[config.mk]
export PLATFORM = sky130hd
export DESIGN_NAME = rep_top
export DESIGN_NICKNAME = d
export VERILOG_FILES = /design/src/hw/rep_pkg.sv /design/src/hw/rep_top.sv /design/src/hw/rep_debounce.sv
export SDC_FILE = /design/constraint.sdc
export NUM_CORES = 1
export LEC_CHECK = 0
export BUFFER_PORTS_ARGS = -buffer_cell sky130_fd_sc_hd__buf_4
export CAP_MARGIN = 20
export CORE_MARGIN = 2
export CORE_UTILIZATION = 45
export DETAILED_ROUTE_END_ITERATION = 10
export GPL_TIMING_DRIVEN = 1
export MAX_ROUTING_LAYER = met4
export PLACE_DENSITY = 0.69
export SYNTH_ARGS = -nofsm -noshare
export SYNTH_HDL_FRONTEND = slang
export SYNTH_HIERARCHICAL = 1
export SYNTH_SLANG_ARGS = --single-unit
[constraint.sdc]
create_clock -name i_clk -period 1.97 [get_ports i_clk]
set_clock_uncertainty 0.05 [all_clocks]
set_input_delay 0.2955 -clock i_clk [delete_from_list [all_inputs] [get_ports i_clk]]
set_output_delay 0.2955 -clock i_clk [all_outputs]
set_load 0.01 [all_outputs]
[src/hw/rep_pkg.sv]
// Constants and types for the ROM emulation port logic
// Operation
// Eight instruction phases, decoded one-of-eight
// Three address nibbles latched in address phases
// Two nibbles address memory, third selects chip
// Chip selects decode sixteen chips, two stages
// Memory byte returned as two nibbles
// Drive bus from memory only in memory phases
// Command at second execute loads port select
// Port select decodes into four select lines
// Port operation: command plus opcode at second memory
// Read-input opcode sets read-control flip-flop
// Read control gates input port in exec two
// Read control clears in third execute phase
// Write-output opcode sets write-control flip-flop
// Exec two loads selected output latch, held
// Write control clears in third execute phase
// Output pins show inverted latch data
// Reset applied in step with cycle sync
// Manual reset debounced before clearing system
// Clock period 1.35 us, eight per cycle
// Serial frame eleven bits of 9.09 ms
// Serial receive line routed to test input
// Sync pulse realigns phase counter to first address
package rep_pkg;

	localparam int          CLK_PERIOD_NS  = 5;
	localparam int          CPU_PHASE_NS   = 1350;
	localparam int          CPU_CYCLE_NS   = 10800;
	localparam int          CPU_PHASE_CYC  = CPU_PHASE_NS / CLK_PERIOD_NS;
	localparam int          STALL_CYC      = 2 * CPU_PHASE_CYC;
	localparam int          STALL_W        = 10;
	localparam int          DEBOUNCE_NS    = 5000000;
	localparam int          DEBOUNCE_CYC   = (DEBOUNCE_NS + CLK_PERIOD_NS - 1) / CLK_PERIOD_NS;

	localparam logic [3:0]  OPA_READ_IN    = 4'ha;
	localparam logic [3:0]  OPA_WRITE_OUT  = 4'h2;

	localparam int          PIN_CCLK       = 0;
	localparam int          PIN_SYNC_N     = 1;
	localparam int          PIN_CMD_N      = 2;
	localparam int          PIN_RX         = 3;
	localparam int          PIN_DATA       = 4;
	localparam int          PIN_MEM        = 8;
	localparam int          PIN_PORT       = 16;
	localparam int          PIN_W          = 32;

	localparam int          ADDR_LO_LSB    = 0;
	localparam int          ADDR_HI_LSB    = 4;
	localparam logic [15:0] PORT_PINS_RST  = 16'hffff;
	localparam logic [7:0]  ADDR_RST       = 8'h00;
	localparam logic [3:0]  PAGE_RST       = 4'h0;
	localparam logic [1:0]  PSEL_RST       = 2'h0;

	typedef enum logic [2:0] {
		PH_ADDR_FIRST,
		PH_ADDR_SECOND,
		PH_ADDR_THIRD,
		PH_MEM_FIRST,
		PH_MEM_SECOND,
		PH_EXEC_FIRST,
		PH_EXEC_SECOND,
		PH_EXEC_THIRD
	} rep_phase_t;

endpackage : rep_pkg

[src/hw/rep_top.sv]
// ROM emulation glue: phase decode, address latch, nibble mux, ports
module rep_top
	import rep_pkg::*;
#(
	parameter int DEBOUNCE_CYCLES = rep_pkg::DEBOUNCE_CYC
) (
	input  wire logic        i_clk,
	input  wire logic        i_rst,
	input  wire logic        i_cpu_clk,
	input  wire logic        i_sync_n,
	input  wire logic        i_command_line_n,
	input  wire logic [3:0]  i_data,
	input  wire logic [7:0]  i_mem_data,
	input  wire logic [15:0] i_port_in,
	input  wire logic        i_serial_rx,
	input  wire logic        i_reset_btn,
	output logic      [7:0]  o_phase,
	output logic      [7:0]  o_mem_addr,
	output logic      [15:0] o_mem_cs,
	output logic      [3:0]  o_data,
	output logic             o_data_oe,
	output logic      [15:0] o_port_out,
	output logic             o_test,
	output logic             o_cpu_reset,
	output logic             o_clk_stall
);
	import rep_pkg::*;

	function automatic rep_phase_t next_phase(input rep_phase_t p);
		case (p)
			PH_ADDR_FIRST:  next_phase = PH_ADDR_SECOND;
			PH_ADDR_SECOND: next_phase = PH_ADDR_THIRD;
			PH_ADDR_THIRD:  next_phase = PH_MEM_FIRST;
			PH_MEM_FIRST:   next_phase = PH_MEM_SECOND;
			PH_MEM_SECOND:  next_phase = PH_EXEC_FIRST;
			PH_EXEC_FIRST:  next_phase = PH_EXEC_SECOND;
			PH_EXEC_SECOND: next_phase = PH_EXEC_THIRD;
			default:        next_phase = PH_ADDR_FIRST;
		endcase
	endfunction : next_phase

	// Two decoder stages: top bit picks the bank, low bits the chip
	function automatic logic [15:0] chip_select(input logic [3:0] page);
		logic [7:0] dec;
		dec = 8'h01 << page[2:0];
		chip_select = page[3] ? {dec, 8'h00} : {8'h00, dec};
	endfunction : chip_select

	function automatic logic [3:0] port_decode(input logic [1:0] sel);
		port_decode = 4'h1 << sel;
	endfunction : port_decode

	logic [PIN_W-1:0] meta_q;
	logic [PIN_W-1:0] pin_q;
	logic             cclk_prev_q;
	rep_phase_t       phase_q;
	logic [3:0]       page_q;
	logic [1:0]       psel_q;
	logic             rd_q;
	logic             wr_q;
	logic [STALL_W-1:0] stall_q;
	logic             rst_req;

	logic             cclk_s;
	logic             sync_act;
	logic             cmd_act;
	logic             rx_s;
	logic [3:0]       bus_s;
	logic [7:0]       mem_s;
	logic [15:0]      port_s;
	logic             cpu_edge;
	logic             clr;
	logic [3:0]       port_hit;

	// Every pin passes two flip-flops before use
	always_ff @(posedge i_clk) begin
		meta_q <= {i_port_in, i_mem_data, i_data, i_serial_rx, i_command_line_n,
			i_sync_n, i_cpu_clk};
		pin_q  <= meta_q;
	end

	assign cclk_s   = pin_q[PIN_CCLK];
	assign sync_act = ~pin_q[PIN_SYNC_N];
	assign cmd_act  = ~pin_q[PIN_CMD_N];
	assign rx_s     = pin_q[PIN_RX];
	assign bus_s    = pin_q[PIN_DATA +: 4];
	assign mem_s    = pin_q[PIN_MEM +: 8];
	assign port_s   = pin_q[PIN_PORT +: 16];
	assign cpu_edge = cclk_s & ~cclk_prev_q;
	assign clr      = i_rst | o_cpu_reset;
	assign port_hit = port_decode(psel_q);

	always_ff @(posedge i_clk) begin
		if (i_rst) begin
			cclk_prev_q <= cclk_s; // Pin level, so an idle-high clock gives no false edge
		end else begin
			cclk_prev_q <= cclk_s;
		end
	end

	// Phase counter steps on each rising CPU clock edge, sync realigns it
	always_ff @(posedge i_clk) begin
		if (i_rst) begin
			phase_q <= PH_ADDR_FIRST;
		end else if (cpu_edge) begin
			if (sync_act) begin
				phase_q <= PH_ADDR_FIRST;
			end else begin
				phase_q <= next_phase(phase_q);
			end
		end
	end

	always_ff @(posedge i_clk) begin
		if (i_rst) begin
			o_phase <= 8'h01;
		end else begin
			o_phase <= 8'h01 << phase_q;
		end
	end

	// Address nibbles taken as each address phase ends
	always_ff @(posedge i_clk) begin
		if (clr) begin
			o_mem_addr <= ADDR_RST;
			page_q     <= PAGE_RST;
		end else if (cpu_edge) begin
			case (phase_q)
				PH_ADDR_FIRST:  o_mem_addr[ADDR_LO_LSB +: 4] <= bus_s;
				PH_ADDR_SECOND: o_mem_addr[ADDR_HI_LSB +: 4] <= bus_s;
				PH_ADDR_THIRD:  page_q <= bus_s;
				default: ;
			endcase
		end
	end

	always_ff @(posedge i_clk) begin
		if (clr) begin
			o_mem_cs <= chip_select(PAGE_RST);
		end else begin
			o_mem_cs <= chip_select(page_q); // see
		end
	end

	// Bus drive: memory nibbles, or a selected input port on a read
	always_ff @(posedge i_clk) begin
		if (clr) begin
			o_data    <= 4'h0;
			o_data_oe <= 1'b0;
		end else begin
			case (phase_q)
				PH_MEM_FIRST: begin
					o_data    <= mem_s[7:4];
					o_data_oe <= 1'b1;
				end
				PH_MEM_SECOND: begin
					o_data    <= mem_s[3:0];
					o_data_oe <= 1'b1;
				end
				PH_EXEC_SECOND: begin
					o_data    <= rd_q ? port_s[{psel_q, 2'b00} +: 4] : 4'h0;
					o_data_oe <= rd_q;
				end
				default: begin
					o_data    <= 4'h0;
					o_data_oe <= 1'b0;
				end
			endcase
		end
	end

	// Port selection loaded by the select instruction
	always_ff @(posedge i_clk) begin
		if (clr) begin
			psel_q <= PSEL_RST;
		end else if (cpu_edge && phase_q == PH_EXEC_SECOND && cmd_act) begin
			psel_q <= bus_s[1:0];
		end
	end

	// Read and write control, both dropped during the third execute phase
	always_ff @(posedge i_clk) begin
		if (clr || phase_q == PH_EXEC_THIRD) begin
			rd_q <= 1'b0;
		end else if (cpu_edge && phase_q == PH_MEM_SECOND && cmd_act
			&& bus_s == OPA_READ_IN) begin
			rd_q <= 1'b1; // see
		end
	end

	always_ff @(posedge i_clk) begin
		if (clr || phase_q == PH_EXEC_THIRD) begin
			wr_q <= 1'b0;
		end else if (cpu_edge && phase_q == PH_MEM_SECOND && cmd_act
			&& bus_s == OPA_WRITE_OUT) begin
			wr_q <= 1'b1; // see
		end
	end

	// Output latches are kept inverted, as the pins show them
	always_ff @(posedge i_clk) begin
		if (clr) begin
			o_port_out <= PORT_PINS_RST;
		end else if (cpu_edge && phase_q == PH_EXEC_SECOND && wr_q) begin
			for (int i = 0; i < 4; i++) begin
				if (port_hit[i]) begin
					o_port_out[i*4 +: 4] <= ~bus_s; // see see
				end
			end
		end
	end

	always_ff @(posedge i_clk) begin
		if (i_rst) begin
			o_test <= 1'b0;
		end else begin
			o_test <= rx_s;
		end
	end

	rep_debounce #(
		.STABLE_CYC (DEBOUNCE_CYCLES)
	) u_debounce (
		.i_clk   (i_clk),
		.i_rst   (i_rst),
		.i_raw   (i_reset_btn),
		.o_level (rst_req)
	);

	// Reset takes hold only at a sync edge, so it never cuts a cycle
	always_ff @(posedge i_clk) begin
		if (i_rst) begin
			o_cpu_reset <= 1'b0;
		end else if (!rst_req) begin
			o_cpu_reset <= 1'b0;
		end else if (cpu_edge && sync_act) begin
			o_cpu_reset <= 1'b1; // see
		end
	end

	// Missing CPU clock flagged after two nominal phase times
	always_ff @(posedge i_clk) begin
		if (i_rst || cpu_edge) begin
			stall_q     <= '0;
			o_clk_stall <= 1'b0;
		end else begin
			if (stall_q < STALL_W'(STALL_CYC)) begin
				stall_q <= stall_q + 1'b1;
			end
			o_clk_stall <= (stall_q >= STALL_W'(STALL_CYC));
		end
	end
endmodule : rep_top

[src/hw/rep_debounce.sv]
// Debouncer for the manual reset switch
module rep_debounce #(
	parameter int STABLE_CYC = 1000000
) (
	input  wire logic i_clk,
	input  wire logic i_rst,
	input  wire logic i_raw,
	output logic      o_level
);
	localparam int CW = $clog2(STABLE_CYC + 1);

	logic          meta_q;
	logic          raw_q;
	logic [CW-1:0] cnt_q;

	always_ff @(posedge i_clk) begin
		meta_q <= i_raw;
		raw_q  <= meta_q;
	end

	// Level only follows after it has held steady for the whole window
	always_ff @(posedge i_clk) begin
		if (i_rst) begin
			cnt_q   <= '0;
			o_level <= 1'b0;
		end else if (raw_q == o_level) begin
			cnt_q <= '0;
		end else if (cnt_q >= CW'(STABLE_CYC - 1)) begin
			cnt_q   <= '0;
			o_level <= raw_q;
		end else begin
			cnt_q <= cnt_q + 1'b1;
		end
	end

endmodule : rep_debounce

======== Word level (Yosys, flattened, before mapping) ========
Cells that the tools add are included.
storage, ports and cells
  logic and storage cells ................. 86
  flip-flop bits (word level) ............. 165
  input bits .............................. 35
cells by class
  eq/ne operators ......................... 10
  shifts and indexed selects .............. 4
  mux-type cells .......................... 6
  bitwise operators ....................... 9
  magnitude comparators ................... 3
  reductions and logical operators ........ 24
  add/sub/neg operators ................... 2
operator list
  operator               number
  $pmux 3 s7             1
  $add 20x1->20 const B  1
  $ge 20x20->1 const B   1
  $reduce_and 2->1       8
  $shiftx 16x5->4        1
  $shl 1x3->8 const A    2
  $eq 3x3->1 const B     4
  $pmux 4 s3             1
  $add 10x1->10 const B  1
  $ge 10x10->1 const B   1
  $lt 10x10->1 const B   1
  $logic_and 1x1->1      8
  $reduce_or 2->1        4
  $eq 3x2->1 const B     2
  $not 1->1              6
  $eq 4x2->1 const B     1
  $eq 4x4->1 const B     1
  $mux 4                 1
  $not 4->4              1
  $shl 1x2->4 const A    1
  $eq 3x1->1 const B     1
  $logic_not 3->1        1
  $mux 3                 1
  $reduce_or 3->1        1
  6 further kinds        7

======== Logic depth before layout (Yosys ltp) ========
  depth in word-level cells ............... 5
  mapped depth ............................ 6
  depth with buffers taken out ............ 5

======== Modules after synthesis ========
Netlist, hierarchy kept.
modules (own cells, without submodules)
  module        area each (um^2)  instances  cells an instance  sequential area each (um^2)
  rep_top       4332.9            1          388                2842.7
  rep_debounce  1017.2            1          116                460.4

======== Least setup slack after synthesis ========
Ideal clock, no wire load.
  path type ............................... register -> register
  from .................................... register u_debounce.cnt_q[0]
  to ...................................... register u_debounce.cnt_q[14]
  path buffers ............................ 1
  slack ................................... 58 ps
  setup time .............................. 70 ps
  stages on the path, launching flop included .. 7
  arrival time ............................ 1792 ps
  path through ............................ dfxtp_1 > ha_1 > nand2_1 > or4_1 > clkbuf_1 > or3_1 > a21oi_1
between the ends
  longest elaborated chain between the ends .. 2
RTL lines
  element                           RTL line            source
  start, declared                   rep_debounce.sv:14  logic [CW-1:0] cnt_q;
  start signal, assigned            rep_debounce.sv:32  cnt_q <= cnt_q + 1'b1;
  $ge 20x20->1                      rep_debounce.sv:28  end else if (cnt_q >= CW'(STABLE_CYC - 1)) begin
  $reduce_or 3->1 (no source line)  n/a
Parallel ways exist; a longest one is shown, timed or not.
A chain may end at the register's enable or synchronous reset.

======== Final worst setup path ========
  from .................................... register u_debounce.cnt_q[4]
  to ...................................... register u_debounce.cnt_q[17]
Same word-level chain as after synthesis.

==> impl_metrics.env <==
export IMPL_outcome="finished, violations left"
export IMPL_failed_checks="design-rule violations"
export IMPL_die_x_um=113
export IMPL_crit_arrival_ns=2.17
export IMPL_port_buffers=90
export IMPL_slew_headroom_pct=48.1
export IMPL_critPathBufInv=0
export IMPL_worstPathCellList="nand3_4 > or4_4 > or3_2 > a21oi_1"
export IMPL_async_flop_share_pct=0
export IMPL_grt_use_total_pct=19.6
export IMPL_yosys_register_bits=165
export IMPL_cts_max_level=4
export IMPL_synth_cells=504
export IMPL_tritoncts_num_buffers=17
export IMPL_syn_nets=542
export IMPL_finalSetupViolations=0
export IMPL_final_nets=678
export IMPL_layout_drive_gt1_share_pct=25.1
export IMPL_final_common_cell="dfxtp_1"
export IMPL_drtIter0Drc=205
export IMPL_maxCapViolCount=0
export IMPL_critPathRequiredTime_ns=2.27
export IMPL_pre_cts_slack_ns=0.0566
export IMPL_hpwlAfterDp_mm=7.65
export IMPL_max_freq_mhz=535
export IMPL_cts_reportedPaths_clkPinSlew_ns=0.06
export IMPL_hold_slack_ns=0.156
export IMPL_first_pass_iters=7
export IMPL_seq_area_frac_synth_pct=61.7
export IMPL_synth_edf_count=0
export IMPL_rows=39
export IMPL_postLayoutCellArea_um2=7130
export IMPL_fin_crit_sh_pct=94.9
export IMPL_overflow=0
export IMPL_p_leak_nw=2.71
export IMPL_start_util_pct=46.5
export IMPL_yosys_most_used_dff="dfxtp_1"
export IMPL_insertion_delay_ns=0.43
export IMPL_layout_min_cycle_time_ns=1.87
export IMPL_diodes=0
export IMPL_fp_coreArea_um2=11500
export IMPL_routed_wl_mm=11.2
export IMPL_die_h_um=113
export IMPL_seq_power_share_pct=51.2
export IMPL_post_cts_buffers=0
export IMPL_grt_max_degree=20
export IMPL_end_kind="flip-flop"
export IMPL_grt_pass1_vias=4065
export IMPL_placed_area_um2=6240
export IMPL_internal_power_mw=5.25
export IMPL_crit_path_max_fanout=8
export IMPL_cts_tree="done"
export IMPL_min_path_type="in -> reg"
export IMPL_slew_violations=0
export IMPL_dp_cells=731
export IMPL_io_pins=91
export IMPL_peakVddDrop_mv=0.694
export IMPL_cp_slowest_cell="or4_4"
export IMPL_tns_ns=0
export IMPL_grt_pass1_wl_mm=19.2
export IMPL_clock_power_share_pct=45.2
export IMPL_rsz0062_at_grt="no"
export IMPL_critical_path_top_delay_family="simple AND/OR/NAND/NOR gates"
export IMPL_dieArea_um2=12800
export IMPL_slowest_delay_ns=0.59
export IMPL_power_switching_share_pct=22.5
export IMPL_comb_power_share_pct=3.6
export IMPL_start_kind="flip-flop"
export IMPL_critPathKind="reg -> reg"
export IMPL_antenna_left=0
export IMPL_yosys_warnings=6
export IMPL_switchingPower_mw=1.52
export IMPL_syn_avg_cell_area_um2=10.6
export IMPL_grt_antenna_before_repair=0
export IMPL_finalHoldViolCount=0
export IMPL_clk_path_buf_depth=2
export IMPL_fin_ws_ns=0.101
export IMPL_syn2layout_area_growth_pct=33.2
export IMPL_final_cell_mix="dfxtp_1, buf_4, o21ai_0, nor2_1, dlygate4sd3_1"
export IMPL_avgViaCountPerCell=5.16
export IMPL_ys_types=57
export IMPL_cts_root_buf="clkbuf_16"
export IMPL_gp_congestion=0.849
export IMPL_wl_per_cell_um=14.0
export IMPL_vias=4111
export IMPL_layout_cells_non_filler=796
export IMPL_cts_sinks=165
export IMPL_remaining_drc_errors=7
export IMPL_cellPowerDensity_nw_per_um2=950
export IMPL_worst_pin_slew_ns=0.777
export IMPL_syn_cell_area_um2=5350
## cell type report
| cell class | instances | area [um^2] |
|---|---|---|
| clock inverters | 12 | 105 |
| well taps | 143 | 179 |
| clock buffers | 20 | 447 |
| multi-input cells | 306 | 1920 |
| repair buffers | 141 | 1140 |
| inverters | 9 | 33.8 |
| flip-flops and latches | 165 | 3310 |
| fillers | 937 | 4390 |
## cell usage after synthesis, drive strengths merged (2+ instances only)
master / n / share of area (%)
inv: 9 / 0.63
nand3: 34 / 3.5
a21oi: 29 / 2.8
mux2i: 3 / 0.56
or4: 6 / 0.98
nor3: 13 / 1.2
o311ai: 4 / 0.65
a311oi: 2 / 0.33
or2: 5 / 0.58
nor4: 4 / 0.47
dfxtp: 165 / 62
nand2b: 10 / 1.2
nor3b: 2 / 0.28
o31ai: 5 / 0.70
buf: 8 / 0.77
ha: 3 / 0.70
clkbuf: 16 / 1.1
a21boi: 6 / 0.84
a32oi: 4 / 0.65
o21ai: 42 / 3.9
nor2: 37 / 2.6
and3: 3 / 0.37
nand4bb: 2 / 0.42
o211ai: 13 / 1.8
nand3b: 5 / 0.70
xnor2: 9 / 1.5
nor2b: 6 / 0.70
nand4b: 2 / 0.33
xor2: 3 / 0.49
nand4: 4 / 0.47
nand2: 20 / 1.4
or3: 11 / 1.4
o21a: 2 / 0.28
mux4: 4 / 1.7
## registers in the layout (all words and copies together), names as in the netlist, 2 cells and up
signal	cells
o_port_out	16
stall_q	10
page_q	4
meta_q	32
o_data	4
o_phase	8
o_mem_cs	16
o_mem_addr	8
psel_q	2
phase_q	3
pin_q	32
u_debounce/cnt_q	20
## kinds of logic after synthesis
kind of cell    share of synthesized area, %
simple gates                            17.5
flops                                   61.7
compound gates                          13.1
buf+inv                                 2.53
xor+xnor                                1.96
mux                                     2.46
fa+ha+maj                              0.702
## path summary, 6_finish.rpt
kind | endpoint | cells past startpoint | startpoint | slack, ns
hold / removal | phase_q[2] | 2 | i_rst | 0.16
setup reg to reg | u_debounce/cnt_q[17] | 4 | u_debounce/cnt_q[4] | 0.10
hold reg to reg | pin_q[12] | 0 | meta_q[12] | 0.28
setup / recovery | u_debounce/cnt_q[17] | 4 | u_debounce/cnt_q[4] | 0.10
## through the flow
step / util, % / power [mW]
2_1_floorplan: - / 3.62
3_3_place_gp: 54.1 / 3.72
3_5_place_dp: 54.2 / 3.73
4_1_cts: 61.8 / 6.83
5_1_grt: 61.9 / 7.03
6_report: 61.9 / 6.77
## worst register-to-register path: stages (launching register included)
cell and delay, ns:
dfxtp_1 0.40, nand3_4 0.13, or4_4 0.59, or3_2 0.46, a21oi_1 0.17
## power groups by stage
stage | combinational, mW | sequential (mW) | clock [mW]
after detailed placement | 0.187 | 3.54 | 0
after CTS | 0.239 | 3.47 | 3.13
after global routing | 0.264 | 3.48 | 3.29
after global placement | 0.182 | 3.54 | 0
after floorplan | 0.0940 | 3.53 | 0
final | 0.241 | 3.47 | 3.06
## repair_timing
action | in CTS | in global routing
hold endpoints to repair | 33 | 0
endpoints found under the setup margin | 0 | 4
hold buffers | 33 | 0
resized for setup | 0 | 5
## layer usage
metal / GRT usage (%) / routed length, um
met3: 6.16 / 545
met4: 6.99 / 116
met5: - / 0
met1: 23.1 / 4970
met2: 31.6 / 5550
No activity file was read; power rests on OpenSTA's default activity.
